<file path="src/rsseq_pkg.sv">
// ==========================================================
// shared constants for the reset and standby sequencer
package rsseq_pkg;
   // register byte offsets
   localparam logic [7:0] REG_CONTROL = 8'h00;
   localparam logic [7:0] REG_STANDBY = 8'h04;
   localparam logic [7:0] REG_STATUS = 8'h08;
   // control word fields
   localparam int CTL_SOFT_RESET = 0;
   localparam int CTL_SAT_RESET_EN = 1;
   localparam int CTL_SELF_REFRESH = 13;
   // standby register field
   localparam int STB_REQUEST = 0;
   // status word fields
   localparam int STS_RESET_ANY = 0;
   localparam int STS_RESET_EXCLUDING_WATCHDOG = 1;
   localparam int STS_CLOCKS_EN = 2;
   localparam int STS_HOST = 3;
   localparam int STS_SATELLITE = 4;
   localparam int STS_STANDBY = 5;
   localparam int STS_SELF_REFRESH = 6;
   localparam int STS_RATIO_LSB = 8;
   localparam int STS_STATE_LSB = 12;
   // values after reset
   localparam logic [31:0] CONTROL_RESET = 32'h0000_0000;
   localparam logic [2:0] RATIO_RESET = 3'h6;
   // timing
   localparam int CLK_PERIOD_NS = 25;
   localparam int SR_MAX_NS = 2000;
   localparam int SR_MAX_CYCLES = SR_MAX_NS / CLK_PERIOD_NS;
   // clock ratio select codes and ratios
   localparam logic [1:0] RATIO_SEL_3 = 2'h1;
   localparam logic [1:0] RATIO_SEL_4 = 2'h2;
   localparam logic [1:0] RATIO_SEL_5 = 2'h3;
   localparam logic [1:0] RATIO_SEL_6 = 2'h0;
   localparam logic [2:0] RATIO_3 = 3'h3;
   localparam logic [2:0] RATIO_4 = 3'h4;
   localparam logic [2:0] RATIO_5 = 3'h5;
   localparam logic [2:0] RATIO_6 = 3'h6;
   // reset sequencer states
   typedef enum logic [3:0] {
      idle_state, error_wait_state,
      turn_on_first, turn_on_second, turn_on_third, turn_on_fourth,
      reset_hold_first, reset_hold_second, reset_hold_third, reset_hold_fourth,
      turn_off_first, turn_off_second, turn_off_third, turn_off_fourth
   } rsseq_state_t;
endpackage : rsseq_pkg

</file>
<file path="src/rsseq_mode_if.sv">
`timescale 1ns/1ps
// ==========================================================
// strapped bus mode, from the strap capture to the sequencer
interface rsseq_mode_if;
   logic strap_valid;
   logic host_mode;
   logic satellite_mode;
   modport src (output strap_valid, output host_mode, output satellite_mode);
   modport dst (input strap_valid, input host_mode, input satellite_mode);
endinterface : rsseq_mode_if

</file>
<file path="src/rsseq_self_refresh.sv">
`timescale 1ns/1ps
// ==========================================================
// brings the drams into self-refresh within a bounded time
module rsseq_self_refresh #(
   parameter int LIMIT = rsseq_pkg::SR_MAX_CYCLES
) (
   // clock and reset
   input wire logic pclk,
   input wire logic presetn,
   input wire logic ce,
   // control
   input wire logic request,
   input wire logic dram_quiet,
   // status
   output logic active
);
   logic [6:0] wait_count;

   // wait for a quiet controller but never past the limit
   always_ff @(posedge pclk or negedge presetn) begin
      if (!presetn) begin
         wait_count <= 7'h00;
         active <= 1'b0;
      end else if (ce) begin
         if (!request) begin
            wait_count <= 7'h00;
            active <= 1'b0;
         end else if (!active) begin
            wait_count <= wait_count + 7'h01;
            if (dram_quiet || (wait_count >= 7'(LIMIT - 2))) begin
               active <= 1'b1;
            end
         end
      end
   end
endmodule : rsseq_self_refresh

</file>
<file path="src/rsseq_strap_capture.sv">
`timescale 1ns/1ps
// ==========================================================
// samples the mode straps once after reset release
module rsseq_strap_capture (
   // clock and reset
   input wire logic pclk,
   input wire logic presetn,
   input wire logic ce,
   // straps
   input wire logic bypass_strap,
   input wire logic ext_clk_b,
   // mode out
   rsseq_mode_if.src mode
);
   // first enabled edge after release latches the straps, then they hold
   always_ff @(posedge pclk or negedge presetn) begin
      if (!presetn) begin
         mode.strap_valid <= 1'b0;
         mode.host_mode <= 1'b0;
         mode.satellite_mode <= 1'b0;
      end else if (ce && !mode.strap_valid) begin
         mode.strap_valid <= 1'b1;
         mode.satellite_mode <= bypass_strap && ext_clk_b;
         mode.host_mode <= !(bypass_strap && ext_clk_b);
      end
   end
endmodule : rsseq_strap_capture

</file>
<file path="src/rsseq_top.sv">
`timescale 1ns/1ps
// Behaviour
// - host mode: external reset drives pci reset
// - satellite: pci reset is input, enable-gated
// - reset lines load fixed state, rams kept
// - general reset: pin, software, satellite pci reset
// - general reset spares clock, reset, test logic
// - scan shift masks external reset pin
// - watchdog on trap-disabled error, after memory idle
// - machine on pci clock; request forces first hold
// - idle until error or reset request
// - error waits for holdoff release, then sequences
// - reset lines asserted; nonwd only for request
// - clocks gated in turn-on, turn-off states
// - reset lines fall only while clocks gated
// - bypass and clock b high: satellite mode
// - bypass high, clock b low: host mode
// - ratio select picks three to six
// - unneeded cache ram powered down that cycle
// - standby after idle and quiet pci bus
// - standby host parks grant on itself
// - request, dma, interrupt or counter clears standby bit, wakes
// - self-refresh entered within two microseconds
module rsseq_top #(
   parameter int ADDR_W = 8,
   parameter int NUM_RAMS = 2,
   parameter int SR_LIMIT = rsseq_pkg::SR_MAX_CYCLES
) (
   // clock, reset, enable
   input wire logic pclk,
   input wire logic presetn,
   input wire logic ce,
   // apb slave
   input wire logic psel,
   input wire logic penable,
   input wire logic pwrite,
   input wire logic [ADDR_W-1:0] paddr,
   input wire logic [31:0] pwdata,
   output logic [31:0] prdata,
   output logic pready,
   output logic pslverr,
   // reset pins
   input wire logic input_reset_n,
   input wire logic scan_shift,
   input wire logic pci_rst_in_n,
   output logic pci_rst_out_n,
   output logic pci_rst_oe,
   // clock straps and pins
   input wire logic bypass_strap,
   input wire logic external_clock_a,
   input wire logic external_clock_b,
   input wire logic [1:0] clock_ratio_select,
   output logic core_input_clock,
   output logic [2:0] core_ratio,
   output logic pci_clk_oe,
   // integer unit and memory
   input wire logic trap_into_error,
   input wire logic trap_enable_flag,
   input wire logic memory_reset_holdoff,
   // internal reset lines and clock gate
   output logic reset_any,
   output logic reset_excluding_watchdog,
   output logic clocks_enable,
   // cache power
   input wire logic [NUM_RAMS-1:0] cache_access_needed,
   output logic [NUM_RAMS-1:0] cache_powerdown,
   // standby
   input wire logic internal_busy,
   input wire logic pci_activity,
   input wire logic pci_request,
   input wire logic dma_activity,
   input wire logic interrupt_activity,
   input wire logic counter_interrupt,
   output logic clocks_stopped,
   output logic pci_grant_park,
   // dram self-refresh
   input wire logic dram_quiet,
   output logic dram_self_refresh
);
   // ==========================================================
   // declarations
   rsseq_pkg::rsseq_state_t state;
   rsseq_pkg::rsseq_state_t next_state;
   rsseq_mode_if mode_bus ();
   logic soft_reset;
   logic sat_reset_enable;
   logic self_refresh_request;
   logic standby_request;
   logic from_request;
   logic next_from_request;
   logic ext_reset_request;
   logic sat_reset_request;
   logic core_reset_request;
   logic integer_unit_error;
   logic wake;
   logic next_standby;
   logic setup_phase;
   logic access_phase;
   logic hit_control;
   logic hit_standby;
   logic hit_status;
   logic [31:0] read_value;

   // ==========================================================
   // submodules
   rsseq_strap_capture u_strap (
      .pclk (pclk),
      .presetn (presetn),
      .ce (ce),
      .bypass_strap (bypass_strap),
      .ext_clk_b (external_clock_b),
      .mode (mode_bus.src)
   );

   rsseq_self_refresh #(.LIMIT(SR_LIMIT)) u_sr (
      .pclk (pclk),
      .presetn (presetn),
      .ce (ce),
      .request (self_refresh_request),
      .dram_quiet (dram_quiet),
      .active (dram_self_refresh)
   );

   // ==========================================================
   // apb decode; zero wait states, unmapped address errors
   assign setup_phase = psel && !penable;
   assign access_phase = psel && penable;
   assign hit_control = (paddr == ADDR_W'(rsseq_pkg::REG_CONTROL));
   assign hit_standby = (paddr == ADDR_W'(rsseq_pkg::REG_STANDBY));
   assign hit_status = (paddr == ADDR_W'(rsseq_pkg::REG_STATUS));
   assign pready = 1'b1;
   assign pslverr = access_phase && !(hit_control || hit_standby || hit_status);

   // read mux
   always_comb begin
      read_value = 32'h0000_0000;
      if (hit_control) begin
         read_value[rsseq_pkg::CTL_SAT_RESET_EN] = sat_reset_enable;
         read_value[rsseq_pkg::CTL_SELF_REFRESH] = self_refresh_request;
      end else if (hit_standby) begin
         read_value[rsseq_pkg::STB_REQUEST] = standby_request;
      end else if (hit_status) begin
         read_value[rsseq_pkg::STS_RESET_ANY] = reset_any;
         read_value[rsseq_pkg::STS_RESET_EXCLUDING_WATCHDOG] = reset_excluding_watchdog;
         read_value[rsseq_pkg::STS_CLOCKS_EN] = clocks_enable;
         read_value[rsseq_pkg::STS_HOST] = mode_bus.host_mode;
         read_value[rsseq_pkg::STS_SATELLITE] = mode_bus.satellite_mode;
         read_value[rsseq_pkg::STS_STANDBY] = clocks_stopped;
         read_value[rsseq_pkg::STS_SELF_REFRESH] = dram_self_refresh;
         read_value[rsseq_pkg::STS_RATIO_LSB +: 3] = core_ratio;
         read_value[rsseq_pkg::STS_STATE_LSB +: 4] = state;
      end
   end

   // read data captured in the setup cycle, presented in the access cycle
   always_ff @(posedge pclk or negedge presetn) begin
      if (!presetn) begin
         prdata <= 32'h0000_0000;
      end else if (ce && setup_phase) begin
         prdata <= read_value;
      end
   end

   // control word; presetn clears it, general reset does not; the soft reset bit clears itself the next enabled cycle
   always_ff @(posedge pclk or negedge presetn) begin
      if (!presetn) begin
         soft_reset <= rsseq_pkg::CONTROL_RESET[rsseq_pkg::CTL_SOFT_RESET];
         sat_reset_enable <= rsseq_pkg::CONTROL_RESET[rsseq_pkg::CTL_SAT_RESET_EN];
         self_refresh_request <= rsseq_pkg::CONTROL_RESET[rsseq_pkg::CTL_SELF_REFRESH];
      end else if (ce) begin
         soft_reset <= 1'b0;
         if (access_phase && pwrite && hit_control) begin
            soft_reset <= pwdata[rsseq_pkg::CTL_SOFT_RESET];
            sat_reset_enable <= pwdata[rsseq_pkg::CTL_SAT_RESET_EN];
            self_refresh_request <= pwdata[rsseq_pkg::CTL_SELF_REFRESH];
         end
      end
   end

   // ==========================================================
   // reset causes
   assign ext_reset_request = !input_reset_n && !scan_shift;
   assign sat_reset_request = mode_bus.satellite_mode && sat_reset_enable && !pci_rst_in_n;
   assign core_reset_request = ext_reset_request || soft_reset || sat_reset_request;
   assign integer_unit_error = trap_into_error && !trap_enable_flag;

   // pci reset pin; driven only in host mode
   always_ff @(posedge pclk or negedge presetn) begin
      if (!presetn) begin
         pci_rst_out_n <= 1'b1;
         pci_rst_oe <= 1'b0;
      end else if (ce) begin
         pci_rst_out_n <= !(mode_bus.host_mode && ext_reset_request);
         pci_rst_oe <= mode_bus.host_mode;
      end
   end

   // ==========================================================
   // reset sequencer next state
   always_comb begin
      next_state = state;
      next_from_request = from_request;
      if (core_reset_request) begin
         next_state = rsseq_pkg::reset_hold_first;
         next_from_request = 1'b1;
      end else begin
         unique case (state)
            rsseq_pkg::idle_state: begin
               if (integer_unit_error) begin
                  next_state = rsseq_pkg::error_wait_state;
                  next_from_request = 1'b0;
               end
            end
            rsseq_pkg::error_wait_state: begin
               if (!memory_reset_holdoff) begin
                  next_state = rsseq_pkg::turn_on_first;
               end
            end
            rsseq_pkg::turn_on_first: next_state = rsseq_pkg::turn_on_second;
            rsseq_pkg::turn_on_second: next_state = rsseq_pkg::turn_on_third;
            rsseq_pkg::turn_on_third: next_state = rsseq_pkg::turn_on_fourth;
            rsseq_pkg::turn_on_fourth: next_state = rsseq_pkg::reset_hold_first;
            rsseq_pkg::reset_hold_first: next_state = rsseq_pkg::reset_hold_second;
            rsseq_pkg::reset_hold_second: next_state = rsseq_pkg::reset_hold_third;
            rsseq_pkg::reset_hold_third: next_state = rsseq_pkg::reset_hold_fourth;
            rsseq_pkg::reset_hold_fourth: next_state = rsseq_pkg::turn_off_first;
            rsseq_pkg::turn_off_first: next_state = rsseq_pkg::turn_off_second;
            rsseq_pkg::turn_off_second: next_state = rsseq_pkg::turn_off_third;
            rsseq_pkg::turn_off_third: next_state = rsseq_pkg::turn_off_fourth;
            rsseq_pkg::turn_off_fourth: next_state = rsseq_pkg::idle_state;
            default: next_state = rsseq_pkg::idle_state;
         endcase
      end
   end

   // state register on the pci clock
   always_ff @(posedge pclk or negedge presetn) begin
      if (!presetn) begin
         state <= rsseq_pkg::idle_state;
         from_request <= 1'b0;
      end else if (ce) begin
         state <= next_state;
         from_request <= next_from_request;
      end
   end

   // reset lines and clock gate follow the state, registered together
   always_ff @(posedge pclk or negedge presetn) begin
      if (!presetn) begin
         reset_any <= 1'b0;
         reset_excluding_watchdog <= 1'b0;
         clocks_enable <= 1'b1;
      end else if (ce) begin
         reset_any <= next_state inside {rsseq_pkg::turn_on_second, rsseq_pkg::turn_on_third,
            rsseq_pkg::turn_on_fourth, rsseq_pkg::reset_hold_first, rsseq_pkg::reset_hold_second,
            rsseq_pkg::reset_hold_third, rsseq_pkg::reset_hold_fourth,
            rsseq_pkg::turn_off_first};
         reset_excluding_watchdog <= next_from_request && (next_state inside {rsseq_pkg::turn_on_second,
            rsseq_pkg::turn_on_third, rsseq_pkg::turn_on_fourth, rsseq_pkg::reset_hold_first,
            rsseq_pkg::reset_hold_second, rsseq_pkg::reset_hold_third, rsseq_pkg::reset_hold_fourth,
            rsseq_pkg::turn_off_first});
         clocks_enable <= !(next_state inside {rsseq_pkg::turn_on_first, rsseq_pkg::turn_on_second,
            rsseq_pkg::turn_on_third, rsseq_pkg::turn_on_fourth, rsseq_pkg::turn_off_first,
            rsseq_pkg::turn_off_second, rsseq_pkg::turn_off_third,
            rsseq_pkg::turn_off_fourth});
      end
   end

   // ==========================================================
   // clock source and ratio
   assign core_input_clock = bypass_strap ? external_clock_a : (external_clock_a ^ external_clock_b);
   assign pci_clk_oe = mode_bus.host_mode;

   // ratio decode
   always_ff @(posedge pclk or negedge presetn) begin
      if (!presetn) begin
         core_ratio <= rsseq_pkg::RATIO_RESET;
      end else if (ce) begin
         unique case (clock_ratio_select)
            rsseq_pkg::RATIO_SEL_3: core_ratio <= rsseq_pkg::RATIO_3;
            rsseq_pkg::RATIO_SEL_4: core_ratio <= rsseq_pkg::RATIO_4;
            rsseq_pkg::RATIO_SEL_5: core_ratio <= rsseq_pkg::RATIO_5;
            rsseq_pkg::RATIO_SEL_6: core_ratio <= rsseq_pkg::RATIO_6;
         endcase
      end
   end

   // per-ram powerdown for the current cycle
   generate
      for (genvar i = 0; i < NUM_RAMS; i++) begin : g_ram
         assign cache_powerdown[i] = !cache_access_needed[i];
      end
   endgenerate

   // ==========================================================
   // standby
   assign wake = pci_request || dma_activity || interrupt_activity || counter_interrupt;
   assign next_standby = standby_request && !wake && (clocks_stopped || (!internal_busy && !pci_activity));

   // standby bit; a wake in the write cycle beats the set
   always_ff @(posedge pclk or negedge presetn) begin
      if (!presetn) begin
         standby_request <= 1'b0;
      end else if (ce) begin
         if (wake) begin
            standby_request <= 1'b0;
         end else if (access_phase && pwrite && hit_standby) begin
            standby_request <= pwdata[rsseq_pkg::STB_REQUEST];
         end
      end
   end

   // clocks stop once work is done and the bus is quiet
   always_ff @(posedge pclk or negedge presetn) begin
      if (!presetn) begin
         clocks_stopped <= 1'b0;
         pci_grant_park <= 1'b0;
      end else if (ce) begin
         clocks_stopped <= next_standby;
         pci_grant_park <= next_standby && mode_bus.host_mode;
      end
   end
endmodule : rsseq_top

</file>
<file path="config.mk">
export PLATFORM = sky130hd
export DESIGN_NAME = rsseq_top
export DESIGN_NICKNAME = d
export VERILOG_FILES = /design/src/rsseq_pkg.sv /design/src/rsseq_mode_if.sv /design/src/rsseq_self_refresh.sv /design/src/rsseq_strap_capture.sv /design/src/rsseq_top.sv
export SDC_FILE = /design/constraint.sdc
export NUM_CORES = 1
export LEC_CHECK = 0
export BUFFER_PORTS_ARGS = -buffer_cell sky130_fd_sc_hd__buf_2
export CAP_MARGIN = 0
export CORE_MARGIN = 1
export CORE_UTILIZATION = 43
export CTS_BUF_LIST = sky130_fd_sc_hd__clkbuf_4 sky130_fd_sc_hd__clkbuf_8 sky130_fd_sc_hd__clkbuf_16
export DETAILED_ROUTE_END_ITERATION = 12
export PLACE_DENSITY = 0.77
export RECOVER_POWER = 50
export SYNTH_ARGS = -nofsm -noshare
export SYNTH_HDL_FRONTEND = slang
export SYNTH_HIERARCHICAL = 1
export SYNTH_SLANG_ARGS = --single-unit
export TNS_END_PERCENT = 30
</file>
<file path="constraint.sdc">
create_clock -name pclk -period 2.35 [get_ports pclk]
set_clock_uncertainty 0.2 [all_clocks]
set_input_delay 0.1175 -clock pclk [delete_from_list [all_inputs] [get_ports pclk]]
set_output_delay 0.1175 -clock pclk [all_outputs]
set_load 0.05 [all_outputs]
</file>
==> run_results.csv <==
group,metric,value,unit
layout,flow.area_growth_from_synthesis,26.7,%
grt,globalRouteMet3Util,0.0522,
power_and_ir_drop,vdd_drop_max,0.336,mV
sta,final_hold_viol_count,0,
detailed_routing,drcViolationCount,0,
sta,whs,1.36,ps
critical_path,required,2390,ps
yosys,yosysUniqueCellTypes,48,
yosys,yosys.area.top_type_share,0.436,
floorplan,die-area,5640,um2
sta,setup_viol_count_final,0,
layout,fillers,491,
grt,grt_use_met1,0.251,
grt,grt_start_max_net_pins,27,
layout,post_route_utilization,0.566,
floorplan,floorplan.core_area,5140,um2
layout,multiInputGateArea,1030,um2
critical_path,setup.worst_path.end_class,"register",
floorplan,initial_utilization,0.447,
critical_path,cp.buffers_inverters,4,
min_path,hold_path_startpoint,"paddr[2]",
run_status,run_status,"complete, no violations",
floorplan,die_y,75.1,um
place,gpl.final_weighted_congestion,0.790,
sta,post-route-min-period,2280,ps
yosys,synth.avg_cell_area,9.86,um2
clocking,root_buffer,"sky130_fd_sc_hd__clkbuf_8",
layout,area.sequential,1110,um2
power_and_ir_drop,total_power,2.06,mW
sta,finalMaxSlewViolations,0,
grt,global_route_wire_length_before_repair,8.59,mm
critical_path,setup.worst_path.start,"counter_interrupt",
place,place.detailed.hpwl,3.73,mm
sta,grt_setup_unrepaired,"false",
layout,antenna_cells_inserted,0,
critical_path,worst-endpoint-arrival,2320,ps
yosys,number_of_synthesized_register_bits,44,
grt,met2_usage,0.345,
critical_path,critPathSlowestCell,"sky130_fd_sc_hd__dlygate4sd3_1",
yosys,synth_sequential_area_ratio,0.481,
sta,fmax,438,MHz
sta,slew-limit-headroom,0.307,
sta,fin_tns_setup,0,ps
clocking,cts.htree.levels,2,
grt,gr-usage-all-layers,0.207,
yosys,synthesis.area,2300,um2
yosys,async_reset_ff_frac,1.00,
floorplan,die_w,75.1,um
critical_path,timing_worst_setup_path_type,"input port to register",
sta,final.period_utilization,0.971,
floorplan,placement_rows,26,
detailed_routing,antenna_left,0,
floorplan,io_pins,115,
detailed_routing,drt_iter0_drc,74,
yosys,number_of_flops_mapped_to_enable_cells_by_yosys,0,
yosys,yosys.area.top_type,"sky130_fd_sc_hd__dfrtp_1",
min_path,min_path_type,"input port to register",
detailed_routing,first_pass_iters,4,
clocking,clock_tree_from_tritoncts,"yes",
critical_path,crit_path_max_incr_delay,630,ps
clocking,cts_max_path_buffers,2,
flow_run,drv.max_cap_violation_count,0,
yosys,synth_warnings,6,
yosys,postSynthCellCount,233,
grt,global_route.overflow_total,0,
yosys,most_common_flop_cell_mapped_by_yosys,"sky130_fd_sc_hd__dfrtp_1",
layout,final_nets,387,
clocking,cts_num_sinks,44,
clocking,worst_skew_pair.late_latency,300,ps
clocking,cts.clk_slew.worst_paths,80,ps
critical_path,r2r-start,"state[1]",
grt,grt_busiest_layer,"met2",
critical_path,crit_fanout,3,
grt,number_of_antenna_violations_at_the_first_check_in_global_routing,0,
yosys,netlist_top_cells_area,"sky130_fd_sc_hd__dfrtp_1, sky130_fd_sc_hd__buf_4, sky130_fd_sc_hd__a22o_1",
detailed_routing,routed_vias,1973,
place,io_buffer_count,66,
detailed_routing,post_drt_wl_per_cell,14.3,um
clocking,cts_setup_buffers,0,
detailed_routing,route.detailed.vias_per_inst,5.06,
critical_path,crit_chain,"dlygate4sd3_1, buf_2, nor4_1, dlygate4sd3_1, o21ai_0, mux2i_1, dlygate4sd3_1",
detailed_routing,totalWireLength,5.57,mm
layout,layout-drive-gt1-share,0.234,
power_and_ir_drop,leakagePower,1.37,nW
critical_path,cp_common_cell,"sky130_fd_sc_hd__dlygate4sd3_1",
clocking,cts_buffers,5,
critical_path,kind_of_launch_point_of_the_worst_setup_path,"input port",
grt,first_global_vias,1885,
critical_path,timing.critical_path.max_delay_family,"buffers and inverters",
sta,tightest_slew,1040,ps
power_and_ir_drop,power.density_cell_area,707,nW/um2
cells by family (layout without fill, tap and decap cells):
group	Yosys count	count (layout)	synth area share
AOI/OAI and AO/OA	63	63	0.193
other	2	19	0.00327
DFF	44	44	0.481
and+or+nand+nor	68	68	0.157
adders and majority gates	2	2	0.0109
buffers and inverters	44	114	0.103
xor gates and xnor gates	1	1	0.00381
muxes	9	9	0.0468
timing repair:
item,4_1_cts,5_1_grt
hold endpoints to repair,34,0
gates resized for setup,0,3
endpoints found under the setup margin,0,1
hold buffers,20,0
layout make-up:
class / count / area share
repair buffers: 90 / 0.183
inverters: 16 / 0.0206
clock buffers: 8 / 0.0335
multi-input cells: 162 / 0.353
flip-flops and latches: 44 / 0.380
well taps: 70 / 0.0301
through the flow:
stage / cell area [um2] / cells / setup WS (ps)
finish: 2910 / 390 / 69.1
global route: 2910 / 390 / 0.339
global placement: 2630 / 362 / 117
detailed placement: 2630 / 362 / 104
floorplan: 2360 / 250 / 264
CTS: 2930 / 390 / 28.2
report_power, final:
| part | switching, mW | internal (mW) | total [mW] |
|---|---|---|---|
| Sequential | 0.118 | 0.837 | 0.955 |
| Combinational | 0.399 | 0.180 | 0.579 |
| Clock | 0.260 | 0.263 | 0.523 |
cells in the final DEF (no fill, tap or decap), types with 3 or more instances in the layout:
master,synthesis,routed
sky130_fd_sc_hd__inv_1,16,16
sky130_fd_sc_hd__o21ai_0,15,14
sky130_fd_sc_hd__dlygate4sd3_1,0,20
sky130_fd_sc_hd__mux2i_1,4,4
sky130_fd_sc_hd__nand2_1,22,22
sky130_fd_sc_hd__dfrtp_1,40,40
sky130_fd_sc_hd__o211ai_1,3,3
sky130_fd_sc_hd__conb_1,2,19
sky130_fd_sc_hd__mux2_4,3,3
sky130_fd_sc_hd__buf_2,1,45
sky130_fd_sc_hd__a22o_1,13,13
sky130_fd_sc_hd__a21boi_0,3,3
sky130_fd_sc_hd__o31ai_1,4,4
sky130_fd_sc_hd__dfstp_2,4,4
sky130_fd_sc_hd__a21oi_1,9,9
sky130_fd_sc_hd__clkbuf_8,0,6
sky130_fd_sc_hd__buf_4,19,3
sky130_fd_sc_hd__clkbuf_1,8,21
sky130_fd_sc_hd__nor2_1,17,17
sky130_fd_sc_hd__or2_2,3,3
worst min-delay path, delay by kind of cell:
| kind | cells | cell delay (ps) |
|---|---|---|
| buf+inv | 1 | 110 |
| simple gates | 1 | 160 |
| compound gates | 1 | 70 |
cells in the mapped netlist, types with 3 or more instances:
library cell,count
sky130_fd_sc_hd__dfrtp_1,40
sky130_fd_sc_hd__nand2_1,22
sky130_fd_sc_hd__buf_4,19
sky130_fd_sc_hd__nor2_1,17
sky130_fd_sc_hd__inv_1,16
sky130_fd_sc_hd__o21ai_0,15
sky130_fd_sc_hd__a22o_1,13
sky130_fd_sc_hd__a21oi_1,9
sky130_fd_sc_hd__clkbuf_1,8
sky130_fd_sc_hd__dfstp_2,4
sky130_fd_sc_hd__mux2i_1,4
sky130_fd_sc_hd__o31ai_1,4
sky130_fd_sc_hd__a21boi_0,3
sky130_fd_sc_hd__mux2_4,3
sky130_fd_sc_hd__nor3_1,3
sky130_fd_sc_hd__o211ai_1,3
sky130_fd_sc_hd__or2_2,3
routing by layer:
layer	routed length [um]	share of wire	up-vias
met1	2450	0.44	957
met2	2750	0.49	53
met4	119	0.021	0
met3	243	0.044	11
met5	0	0	-
li1	-	-	952
sequential cells by signal, summed over array words and instances, names as in the netlist, 3 cells and up:
signal / cells
core_ratio: 3
prdata: 14
state: 4
u_sr/wait_count: 7
final timing paths:
kind	end	slack [ps]	depth (start not counted)
hold reg to reg	pci_rst_out_n	290	2
hold / removal	prdata[13]	1	3
setup / recovery	standby_request	70	7
min in group asynchronous	u_sr/wait_count[6]	300	2
setup reg to reg	from_request	590	4
max in group asynchronous	state[1]	430	3
(Power assumes the default switching activity.)
